File: src/inc/iss_pkg.sv
package iss_pkg;
	localparam int NUM_LINES = 16;
	localparam int FIRST_SEL_LINE = 4;
	localparam int SEL_W = 5;
	localparam int NUM_CODES = 17;
	// register byte addresses
	localparam logic [31:0] ADDR_SEL_HIGH = 32'h019C0000;
	localparam logic [31:0] ADDR_SEL_LOW = 32'h019C0004;
	localparam logic [31:0] ADDR_CTRL = 32'h019C0008;
	localparam logic [31:0] ADDR_LINE_EN = 32'h019C000C;
	localparam logic [31:0] ADDR_STATUS = 32'h019C0010;
	localparam logic [31:0] ADDR_MASK = 32'h019C0014;
	// selector field low bit positions, same for both registers
	localparam int FIELD_POS [6] = '{0, 5, 10, 16, 21, 26};
	localparam logic [31:0] SEL_WMASK = 32'h7FFF7FFF;
	localparam logic [31:0] SEL_LOW_RESET = {1'h0, 5'h09, 5'h08, 5'h07, 1'h0, 5'h06, 5'h05, 5'h04};
	localparam logic [31:0] SEL_HIGH_RESET = {1'h0, 5'h02, 5'h01, 5'h00, 1'h0, 5'h0B, 5'h0A, 5'h03};
	// control register fields
	localparam int CTRL_GIE_BIT = 0;
	localparam int CTRL_POL_LSB = 4;
	// selector codes
	localparam logic [4:0] CODE_NONE = 5'h00;
	localparam logic [4:0] CODE_TIMER0 = 5'h01;
	localparam logic [4:0] CODE_TIMER1 = 5'h02;
	localparam logic [4:0] CODE_MEMORY = 5'h03;
	localparam logic [4:0] CODE_GPIO4 = 5'h04;
	localparam logic [4:0] CODE_XFER_DONE = 5'h08;
	localparam logic [4:0] CODE_EMU_DMA = 5'h09;
	localparam logic [4:0] CODE_EMU_RX = 5'h0A;
	localparam logic [4:0] CODE_EMU_TX = 5'h0B;
	localparam logic [4:0] CODE_SER0_TX = 5'h0C;
	localparam logic [4:0] CODE_GPIO0 = 5'h10;
endpackage

File: src/inc/iss_edge_if.sv
`timescale 1ns/10ps
interface iss_edge_if;
	logic [3:0] pin;
	logic [3:0] polarity;
	logic [3:0] event_pulse;
	modport src (output pin, output polarity, input event_pulse);
	modport det (input pin, input polarity, output event_pulse);
endinterface

File: src/rtl/iss_pin_edge.sv
`timescale 1ns/10ps
module iss_pin_edge (
	input wire logic clock_i,
	input wire logic srst_i,
	iss_edge_if.det edge_if
);
	typedef struct packed {
		logic [3:0] prev;
		logic [3:0] pulse;
	} iss_edge_state_type;

	iss_edge_state_type state_q;
	iss_edge_state_type state_d;

	always_comb begin
		state_d = state_q;
		state_d.prev = edge_if.pin;
		// polarity 0 takes a rising edge, 1 a falling edge
		for (int i = 0; i < 4; i++) begin
			if (edge_if.polarity[i]) begin
				state_d.pulse[i] = state_q.prev[i] & ~edge_if.pin[i];
			end else begin
				state_d.pulse[i] = ~state_q.prev[i] & edge_if.pin[i];
			end
		end
	end

	always_ff @(posedge clock_i) begin
		if (srst_i) begin
			state_q <= '0;
		end else begin
			state_q <= state_d;
		end
	end

	assign edge_if.event_pulse = state_q.pulse;

	property p_edge_once;
		@(posedge clock_i) disable iff (srst_i)
		edge_if.event_pulse[0] |=> !edge_if.event_pulse[0];
	endproperty
	a_edge_once: assert property (p_edge_once)
		else $error("pin event longer than one cycle");
endmodule

File: src/rtl/iss_top.sv
`timescale 1ns/10ps
module iss_top (
	input wire logic clock_i,
	input wire logic srst_i,
	input wire logic [31:0] addr_i,
	input wire logic [31:0] wdata_i,
	input wire logic wr_i,
	input wire logic rd_i,
	output logic [31:0] rdata_o,
	input wire logic reset_event_i,
	input wire logic nmi_event_i,
	input wire logic timer0_event_i,
	input wire logic timer1_event_i,
	input wire logic memory_interface_event_i,
	input wire logic [3:0] external_irq_pin_i,
	input wire logic transfer_engine_done_event_i,
	input wire logic emulation_dma_event_i,
	input wire logic emulation_rx_event_i,
	input wire logic emulation_tx_event_i,
	input wire logic serial0_transmit_event_i,
	input wire logic serial0_receive_event_i,
	input wire logic serial1_transmit_event_i,
	input wire logic serial1_receive_event_i,
	input wire logic gpio_pin0_event_i,
	output logic [15:0] cpu_int_o,
	output logic [3:0] top_line_o,
	output logic any_line_o,
	output logic irq_o
);
	typedef struct packed {
		logic [31:0] sel_high;
		logic [31:0] sel_low;
		logic global_irq_enable;
		logic [3:0] pol;
		logic [15:4] line_en;
		logic [15:4] status;
		logic [15:4] mask;
		logic [15:0] lines;
		logic [3:0] top_line;
		logic any_line;
		logic irq;
		logic [31:0] rdata;
	} iss_state_type;

	iss_state_type state_q;
	iss_state_type state_d;
	logic [16:0] events;
	logic [15:4] selected;

	iss_edge_if edge_if ();

	assign edge_if.pin = external_irq_pin_i;
	assign edge_if.polarity = state_q.pol;

	iss_pin_edge u_pin_edge (
		.clock_i(clock_i),
		.srst_i(srst_i),
		.edge_if(edge_if)
	);

	// event vector indexed by selector code, code 0 left empty
	assign events = {gpio_pin0_event_i, serial1_receive_event_i, serial1_transmit_event_i,
		serial0_receive_event_i, serial0_transmit_event_i, emulation_tx_event_i,
		emulation_rx_event_i, emulation_dma_event_i, transfer_engine_done_event_i,
		edge_if.event_pulse, memory_interface_event_i, timer1_event_i, timer0_event_i, 1'b0};

	// unassigned codes fall through to zero so the line never fires
	function automatic logic pick_event(input logic [4:0] code, input logic [16:0] ev);
		pick_event = (code < 5'(iss_pkg::NUM_CODES)) ? ev[code] : 1'b0;
	endfunction

	// lowest set index wins, line 0 highest
	function automatic logic [3:0] prio_encode(input logic [15:0] v);
		prio_encode = 4'h0;
		for (int i = 15; i >= 0; i--) begin
			if (v[i]) begin
				prio_encode = 4'(i);
			end
		end
	endfunction

	function automatic logic [31:0] sel_write(input logic [31:0] d);
		sel_write = d & iss_pkg::SEL_WMASK;
	endfunction

	always_comb begin
		state_d = state_q;
		// route each maskable line through its selector field
		for (int i = 0; i < 6; i++) begin
			selected[4 + i] = pick_event(state_q.sel_low[iss_pkg::FIELD_POS[i] +: 5], events);
			selected[10 + i] = pick_event(state_q.sel_high[iss_pkg::FIELD_POS[i] +: 5], events);
		end
		// fixed lines bypass enable and global gate
		state_d.lines[0] = reset_event_i;
		state_d.lines[1] = nmi_event_i;
		state_d.lines[3:2] = 2'h0;
		// global enable gates every maskable line
		state_d.lines[15:4] = state_q.global_irq_enable ? (selected & state_q.line_en) : 12'h000;
		state_d.top_line = prio_encode(state_d.lines);
		state_d.any_line = |state_d.lines;
		state_d.rdata = 32'h00000000;
		if (rd_i) begin
			case (addr_i)
				iss_pkg::ADDR_SEL_HIGH: state_d.rdata = state_q.sel_high;
				iss_pkg::ADDR_SEL_LOW: state_d.rdata = state_q.sel_low;
				iss_pkg::ADDR_CTRL: begin
					state_d.rdata[iss_pkg::CTRL_GIE_BIT] = state_q.global_irq_enable;
					state_d.rdata[iss_pkg::CTRL_POL_LSB +: 4] = state_q.pol;
				end
				iss_pkg::ADDR_LINE_EN: state_d.rdata[15:4] = state_q.line_en;
				iss_pkg::ADDR_STATUS: state_d.rdata[15:4] = state_q.status;
				iss_pkg::ADDR_MASK: state_d.rdata[15:4] = state_q.mask;
				default: state_d.rdata = 32'h00000000;
			endcase
		end
		// raw selected events are recorded even while lines are gated off
		state_d.status = state_q.status | selected;
		if (wr_i) begin
			case (addr_i)
				iss_pkg::ADDR_SEL_HIGH: state_d.sel_high = sel_write(wdata_i);
				iss_pkg::ADDR_SEL_LOW: state_d.sel_low = sel_write(wdata_i);
				iss_pkg::ADDR_CTRL: begin
					state_d.global_irq_enable = wdata_i[iss_pkg::CTRL_GIE_BIT];
					state_d.pol = wdata_i[iss_pkg::CTRL_POL_LSB +: 4];
				end
				iss_pkg::ADDR_LINE_EN: state_d.line_en = wdata_i[15:4];
				// a new event in the clearing cycle survives
				iss_pkg::ADDR_STATUS: state_d.status = (state_q.status & ~wdata_i[15:4]) | selected;
				iss_pkg::ADDR_MASK: state_d.mask = wdata_i[15:4];
				default: state_d.mask = state_q.mask;
			endcase
		end
		state_d.irq = |(state_d.status & state_d.mask);
	end

	always_ff @(posedge clock_i) begin
		if (srst_i) begin
			state_q <= '0;
			state_q.sel_high <= iss_pkg::SEL_HIGH_RESET;
			state_q.sel_low <= iss_pkg::SEL_LOW_RESET;
			state_q.global_irq_enable <= 1'b0;
		end else begin
			state_q <= state_d;
		end
	end

	assign cpu_int_o = state_q.lines;
	assign top_line_o = state_q.top_line;
	assign any_line_o = state_q.any_line;
	assign irq_o = state_q.irq;
	assign rdata_o = state_q.rdata;

	property p_fixed_reserved;
		@(posedge clock_i) disable iff (srst_i)
		cpu_int_o[3:2] == 2'h0;
	endproperty
	a_fixed_reserved: assert property (p_fixed_reserved)
		else $error("reserved line driven");

	property p_reset_line;
		@(posedge clock_i) disable iff (srst_i)
		reset_event_i && !state_q.global_irq_enable |=> cpu_int_o[0];
	endproperty
	a_reset_line: assert property (p_reset_line)
		else $error("reset line not taken with global enable clear");

	property p_gie_gate;
		@(posedge clock_i) disable iff (srst_i)
		!state_q.global_irq_enable |=> cpu_int_o[15:4] == 12'h000;
	endproperty
	a_gie_gate: assert property (p_gie_gate)
		else $error("maskable line passed while globally disabled");

	property p_sel_reset;
		@(posedge clock_i)
		$past(srst_i) && !srst_i |-> state_q.sel_low == iss_pkg::SEL_LOW_RESET
			&& state_q.sel_high == iss_pkg::SEL_HIGH_RESET && cpu_int_o == 16'h0000
			&& irq_o == 1'b0 && rdata_o == 32'h00000000;
	endproperty
	a_sel_reset: assert property (p_sel_reset)
		else $error("selector reset value wrong");

	property p_sel_after_reset;
		@(posedge clock_i)
		srst_i ##1 !srst_i |-> state_q.sel_low[4:0] == 5'h04 && state_q.sel_low[30:26] == 5'h09
			&& state_q.sel_high[4:0] == 5'h03 && state_q.sel_high[20:16] == 5'h00
			&& state_q.sel_high[30:26] == 5'h02 && !state_q.global_irq_enable;
	endproperty
	a_sel_after_reset: assert property (p_sel_after_reset)
		else $error("selector fields not at reset codes");

	property p_low_route;
		@(posedge clock_i) disable iff (srst_i)
		state_q.sel_low[4:0] == 5'h01 && timer0_event_i && state_q.global_irq_enable && state_q.line_en[4]
			|=> cpu_int_o[4];
	endproperty
	a_low_route: assert property (p_low_route)
		else $error("timer 0 not routed to line 4");

	property p_high_route;
		@(posedge clock_i) disable iff (srst_i)
		state_q.sel_high[30:26] == 5'h10 && gpio_pin0_event_i && state_q.global_irq_enable
			&& state_q.line_en[15] |=> cpu_int_o[15];
	endproperty
	a_high_route: assert property (p_high_route)
		else $error("gpio 0 not routed to line 15");

	property p_unassigned;
		@(posedge clock_i) disable iff (srst_i)
		state_q.sel_low[4:0] == 5'h00 || state_q.sel_low[4:0] > 5'h10 |=> !cpu_int_o[4];
	endproperty
	a_unassigned: assert property (p_unassigned)
		else $error("unassigned code fired a line");

	property p_priority;
		@(posedge clock_i) disable iff (srst_i)
		cpu_int_o[1] |-> top_line_o <= 4'h1 && any_line_o;
	endproperty
	a_priority: assert property (p_priority)
		else $error("priority encoding wrong");

	property p_pin_edge;
		@(posedge clock_i) disable iff (srst_i)
		($rose(external_irq_pin_i[0]) && !state_q.pol[0]) ##1
			(state_q.sel_low[4:0] == 5'h04 && state_q.global_irq_enable && state_q.line_en[4]) |=> cpu_int_o[4];
	endproperty
	a_pin_edge: assert property (p_pin_edge)
		else $error("pin 4 rising edge lost");

	property p_read_high;
		@(posedge clock_i) disable iff (srst_i)
		rd_i && addr_i == 32'h019C0000 && !wr_i |=> rdata_o == $past(state_q.sel_high);
	endproperty
	a_read_high: assert property (p_read_high)
		else $error("high selector read wrong");

	property p_irq_level;
		@(posedge clock_i) disable iff (srst_i)
		irq_o == |(state_q.status & state_q.mask);
	endproperty
	a_irq_level: assert property (p_irq_level)
		else $error("interrupt output disagrees with status and mask");

	property p_nmi_line;
		@(posedge clock_i) disable iff (srst_i)
		nmi_event_i |=> cpu_int_o[1];
	endproperty
	a_nmi_line: assert property (p_nmi_line)
		else $error("nonmaskable line not taken");

	property p_line_enable;
		@(posedge clock_i) disable iff (srst_i)
		!state_q.line_en[14] |=> !cpu_int_o[14];
	endproperty
	a_line_enable: assert property (p_line_enable)
		else $error("disabled line 14 passed");

	property p_top_valid;
		@(posedge clock_i) disable iff (srst_i)
		any_line_o |-> cpu_int_o[top_line_o]
			&& (cpu_int_o & ((16'h0001 << top_line_o) - 16'h0001)) == 16'h0000;
	endproperty
	a_top_valid: assert property (p_top_valid)
		else $error("top line is not the highest active line");

	property p_idle_lines;
		@(posedge clock_i) disable iff (srst_i)
		!any_line_o |-> cpu_int_o == 16'h0000 && top_line_o == 4'h0;
	endproperty
	a_idle_lines: assert property (p_idle_lines)
		else $error("idle flag disagrees with lines");

	property p_status_set;
		@(posedge clock_i) disable iff (srst_i)
		timer1_event_i && state_q.sel_high[25:21] == iss_pkg::CODE_TIMER1 |=> state_q.status[14];
	endproperty
	a_status_set: assert property (p_status_set)
		else $error("selected event did not set status");

	property p_status_sticky;
		@(posedge clock_i) disable iff (srst_i)
		state_q.status[14] && !(wr_i && addr_i == iss_pkg::ADDR_STATUS) |=> state_q.status[14];
	endproperty
	a_status_sticky: assert property (p_status_sticky)
		else $error("status bit lost without a clear");

	property p_rdata_idle;
		@(posedge clock_i) disable iff (srst_i)
		!rd_i |=> rdata_o == 32'h00000000;
	endproperty
	a_rdata_idle: assert property (p_rdata_idle)
		else $error("read data not zero outside a read");

	property p_sel_gaps;
		@(posedge clock_i) disable iff (srst_i)
		rd_i && addr_i == iss_pkg::ADDR_SEL_LOW |=> !rdata_o[15] && !rdata_o[31];
	endproperty
	a_sel_gaps: assert property (p_sel_gaps)
		else $error("unused selector bits read as one");

	property p_unassigned_high;
		@(posedge clock_i) disable iff (srst_i)
		state_q.sel_high[25:21] > 5'h10 |=> !cpu_int_o[14];
	endproperty
	a_unassigned_high: assert property (p_unassigned_high)
		else $error("unassigned code fired line 14");

	c_pin_line: cover property (@(posedge clock_i) disable iff (srst_i) cpu_int_o[4] && external_irq_pin_i[0]);
	c_top_low: cover property (@(posedge clock_i) disable iff (srst_i) cpu_int_o[15] && top_line_o == 4'hF);
	c_irq: cover property (@(posedge clock_i) disable iff (srst_i) $rose(irq_o));
	c_nmi: cover property (@(posedge clock_i) disable iff (srst_i) cpu_int_o[1] && cpu_int_o[0]);
	c_clear: cover property (@(posedge clock_i) disable iff (srst_i) $fell(irq_o));
endmodule

File: config.mk
export PLATFORM = sky130hd
export DESIGN_NAME = iss_top
export DESIGN_NICKNAME = d
export VERILOG_FILES = /design/src/inc/iss_pkg.sv /design/src/inc/iss_edge_if.sv /design/src/rtl/iss_pin_edge.sv /design/src/rtl/iss_top.sv
export SDC_FILE = /design/constraint.sdc
export NUM_CORES = 1
export LEC_CHECK = 0
export BUFFER_PORTS_ARGS = -buffer_cell sky130_fd_sc_hd__buf_2
export CORE_MARGIN = 1
export CORE_UTILIZATION = 35
export CTS_BUF_LIST = sky130_fd_sc_hd__clkbuf_4 sky130_fd_sc_hd__clkbuf_8
export CTS_CLUSTER_DIAMETER = 200
export CTS_CLUSTER_SIZE = 40
export DETAILED_ROUTE_END_ITERATION = 7
export SETUP_SLACK_MARGIN = 0.3
export SLEW_MARGIN = 40
export SYNTH_ARGS = -nofsm -noshare
export SYNTH_HDL_FRONTEND = slang
export SYNTH_SLANG_ARGS = --single-unit
File: constraint.sdc
create_clock -name clock_i -period 2.3 [get_ports clock_i]
set_clock_uncertainty 0.05 [all_clocks]
set_input_delay 0.23 -clock clock_i [delete_from_list [all_inputs] [get_ports clock_i]]
set_output_delay 0.23 -clock clock_i [all_outputs]
set_load 0.02 [all_outputs]
==> reports/qor.yml <==
placement:
  port_buffers: 135
  place.gp.congestion: 0.856
  placedCellCount: 1381
  dp_hpwl_mm: 19.1
global_routing:
  wire_length_of_the_first_global_routing_pass_mm: 41.6
  initial_antenna_violation_count: 0
  largest_net_degree_at_the_start_of_global_routing: 97
  grt_usage_pct: 22.6
  grt_pass1_vias: 7559
  gr-total-overflow: 0
synth:
  ys_top_cells_by_area: "sky130_fd_sc_hd__dfxtp_1, sky130_fd_sc_hd__mux4_2, sky130_fd_sc_hd__nand2_1, sky130_fd_sc_hd__a21oi_1, sky130_fd_sc_hd__buf_4"
  synth.ff_latch_count: 160
  postSynth.asyncResetShare_pct: 0
  synthesis.area_per_instance_um2: 8.75
  synth.top_cell.area_share_pct: 38.6
  synth_cell_types: 60
  flip_flop_cell_with_the_highest_count_after_synthesis: "sky130_fd_sc_hd__dfxtp_1"
  synth_largest_area_cell: "sky130_fd_sc_hd__dfxtp_1"
  syn_inst: 949
  syn_area_um2: 8310
  synth_enable_flop_cells: 0
  synth-seq-area-share_pct: 38.6
  ys.warnings.count: 0
floorplan:
  core_area_um2: 23400
  top_level_ports: 140
  std_cell_rows: 56
  die_area_um2: 24400
  die_width_um: 156
  floorplan.die.height_um: 156
  start_util_pct: 35.5
clocking:
  clock_sink_count: 160
  cts_tree: "done"
  root_buffer: "sky130_fd_sc_hd__clkbuf_8"
  clk_path_buf_depth: 2
  worst_setup_hold_path_clk_slew_ns: 0.09
  cts_inserted_buffers: 17
  clock_latency_ns: 0.47
  cts-htree-levels: 4
route:
  vias: 7854
  drt-pass1-iter-count: 8
  antenna_left: 0
  drt_wl_total_mm: 27.8
  wl_per_instance_um: 19.0
  drt_iter0_drc: 856
  drc_errors: 0
  detail_route.vias_per_cell: 5.36
finish:
  n_fill_cell: 2276
  fin_cells: 1465
  antenna_cells: 0
  post_route_cells_drive_above_1_share_pct: 37.0
  layout_nets: 1220
  syn2layout_area_growth_pct: 33.1
worst_setup_path:
  crit_path_start_kind: "flop"
  worst-r2r-setup-slack_ns: -0.09
  timing.reg2reg.worst_path_depth: 9
  critPathCaptureType: "flop"
  cp.required_ns: 2.57
  path_class: "flop to flop"
  r2r_end: "irq_o$_SDFF_PP0_"
  crit_fanout: 4
  reg2reg_from: "u_pin_edge.edge_if.event_pulse[2]$_SDFF_PP0_"
  worst-endpoint-arrival_ns: 2.66
sta:
  finalMaxSlewViolations: 0
  finalHoldViolations: 0
  timing.final.crit_share_pct: 104
  setup-violations-final: 6
  final.min_clock_period_ns: 2.39
  finalHoldWorstSlack_ns: 0.0339
  timing.fmax_mhz: 419
  timing.slew.headroom_pct: 52.1
  rsz0062_at_grt: "yes"
  timing_worst_slew_pin_value_ns: 0.719
  setup_ws_ns: -0.0881
worst_hold_path:
  holdCritPathClass: "primary input to flop"
  min_delay_path_depth: 3
  hp-start: "wdata_i[10]"
  worstHoldEndpoint: "state_q[105]$_SDFFE_PP0P_"
power_and_ir_drop:
  totalPowerFinal_uw: 5700
  cellLeakagePower_uw: 0.00440
  p_per_area_nw_per_um2: 516
  irDropWorstVdd_mv: 0.310
job:
  drv.max_cap_violation_count: 0
status:
  failed_checks: "setup timing"
  outcome: "complete, but fails checks"
-- layout make-up --
cell class                 count  area, um2  share of cell area [%]
clock inverter                 9        155                    1.40
inverter                      12       45.0                   0.407
timing repair buffer         301       2270                    20.5
tap                          319        399                    3.61
sequential                   160       3250                    29.4
multi-input combinational    642       4650                    42.0
clock buffer                  22        290                    2.63
-- cell families after synthesis --
| logic type | synth area share (%) |
|---|---|
| and+or+nand+nor | 21.4 |
| AOI/OAI and AO/OA | 14.7 |
| DFF | 38.6 |
| buffers and inverters | 9.55 |
| muxes | 15.8 |
| other | 0.0451 |
-- power by group --
group | internal, uW | leakage, uW | switching (uW) | total (uW)
combinational | 264 | 0.00287 | 267 | 531
sequential | 2780 | 0.00130 | 17.3 | 2800
clock | 1290 | 0.000226 | 1080 | 2370
-- critical path, cell delays in order (launching register included) --
cell	delay, ns
sky130_fd_sc_hd__dfxtp_4	0.36
sky130_fd_sc_hd__buf_6	0.12
sky130_fd_sc_hd__buf_12	0.12
sky130_fd_sc_hd__mux4_2	0.47
sky130_fd_sc_hd__mux2i_4	0.19
sky130_fd_sc_hd__nor3b_2	0.08
sky130_fd_sc_hd__a2111o_1	0.32
sky130_fd_sc_hd__a22o_1	0.24
sky130_fd_sc_hd__a211oi_2	0.21
sky130_fd_sc_hd__a31oi_1	0.10
-- Yosys cell counts, types with 12 or more instances --
cell type / n
sky130_fd_sc_hd__dfxtp_1: 160
sky130_fd_sc_hd__a22oi_1: 41
sky130_fd_sc_hd__nor2b_1: 19
sky130_fd_sc_hd__buf_4: 54
sky130_fd_sc_hd__nand3_1: 31
sky130_fd_sc_hd__buf_2: 16
sky130_fd_sc_hd__mux2i_1: 28
sky130_fd_sc_hd__a21oi_1: 86
sky130_fd_sc_hd__nand2_1: 175
sky130_fd_sc_hd__inv_1: 12
sky130_fd_sc_hd__mux2_2: 12
sky130_fd_sc_hd__nor2_1: 77
sky130_fd_sc_hd__nand3b_1: 28
sky130_fd_sc_hd__mux4_2: 34
sky130_fd_sc_hd__nor4_1: 12
sky130_fd_sc_hd__clkbuf_1: 60
-- state kept, by name, indices dropped and copies added (netlist names) --
register                        flops
rdata_o                            31
u_pin_edge.edge_if.event_pulse      4
any_line_o                          1
edge_if.polarity                    4
u_pin_edge.state_q                  4
top_line_o                          4
state_q                            97
irq_o                               1
cpu_int_o                          14
-- placed cells by master (no fill, tap or decap), drive strengths merged, types with 3 or more instances in the layout --
cell type | Yosys | routed
a222oi | 9 | 9
a21oi | 87 | 87
nor3b | 3 | 3
nand3 | 33 | 33
nor2b | 19 | 19
nand3b | 28 | 28
a21boi | 3 | 3
nor2 | 77 | 77
inv | 12 | 13
mux2 | 12 | 12
and2 | 5 | 5
dlygate4sd3 | 0 | 33
mux4 | 39 | 39
a221oi | 3 | 3
and3 | 4 | 4
clkbuf | 63 | 26
nand2b | 3 | 3
mux2i | 28 | 28
a21o | 5 | 5
conb | 1 | 3
o211ai | 3 | 3
a22oi | 41 | 41
nor4 | 15 | 15
nor4b | 5 | 5
nand2 | 175 | 175
clkinv | 0 | 3
o22ai | 3 | 3
a31oi | 9 | 9
bufinv | 0 | 4
buf | 74 | 264
o21ai | 3 | 3
dfxtp | 160 | 160
-- through the flow --
stage               utilization, %  area [um2]  setup TNS [ns]  setup WS (ns)
floorplan                        -        8370               0         0.0546
global placement              41.3        9660           -3.59         -0.241
detailed placement            41.3        9660          -12.14         -0.275
CTS                           45.7       10700          -0.283         -0.143
global route                  47.2       11100          -0.739         -0.139
finish                        47.2       11100          -0.312        -0.0881
-- per-layer routing --
metal  track usage, %  vias up  wire [um]
met2             36.0      344      12900
met3             4.61       48       2160
met1             29.1     3784      11800
met4             10.6        0        983
li1                 -     3678          -
met5                0        -          0
-- worst max path at each step --
| stage | endpoint | depth (start not counted) | startpoint |
|---|---|---|---|
| finish | irq_o$_SDFF_PP0_ | 9 | u_pin_edge.edge_if.event_pulse[2]$_SDFF_PP0_ |
| global route | irq_o$_SDFF_PP0_ | 8 | u_pin_edge.edge_if.event_pulse[1]$_SDFF_PP0_ |
| CTS | irq_o$_SDFF_PP0_ | 8 | u_pin_edge.edge_if.event_pulse[3]$_SDFF_PP0_ |
| detailed placement | irq_o$_SDFF_PP0_ | 9 | addr_i[25] |
| global placement | irq_o$_SDFF_PP0_ | 10 | addr_i[25] |
| floorplan | irq_o$_SDFF_PP0_ | 8 | state_q[95]$_SDFFE_PP0P_ |
-- repair_timing --
item / 4_1_cts / 5_1_grt
resized for setup: 63 / 52
setup buffers: 9 / 8
hold buffers: 33 / 0
pin swaps: 21 / 18
gates cloned: 0 / 3
endpoints found under the hold margin: 59 / 0
endpoints found under the setup margin: 34 / 132
Note: power is estimated with default switching activity, not from simulation.
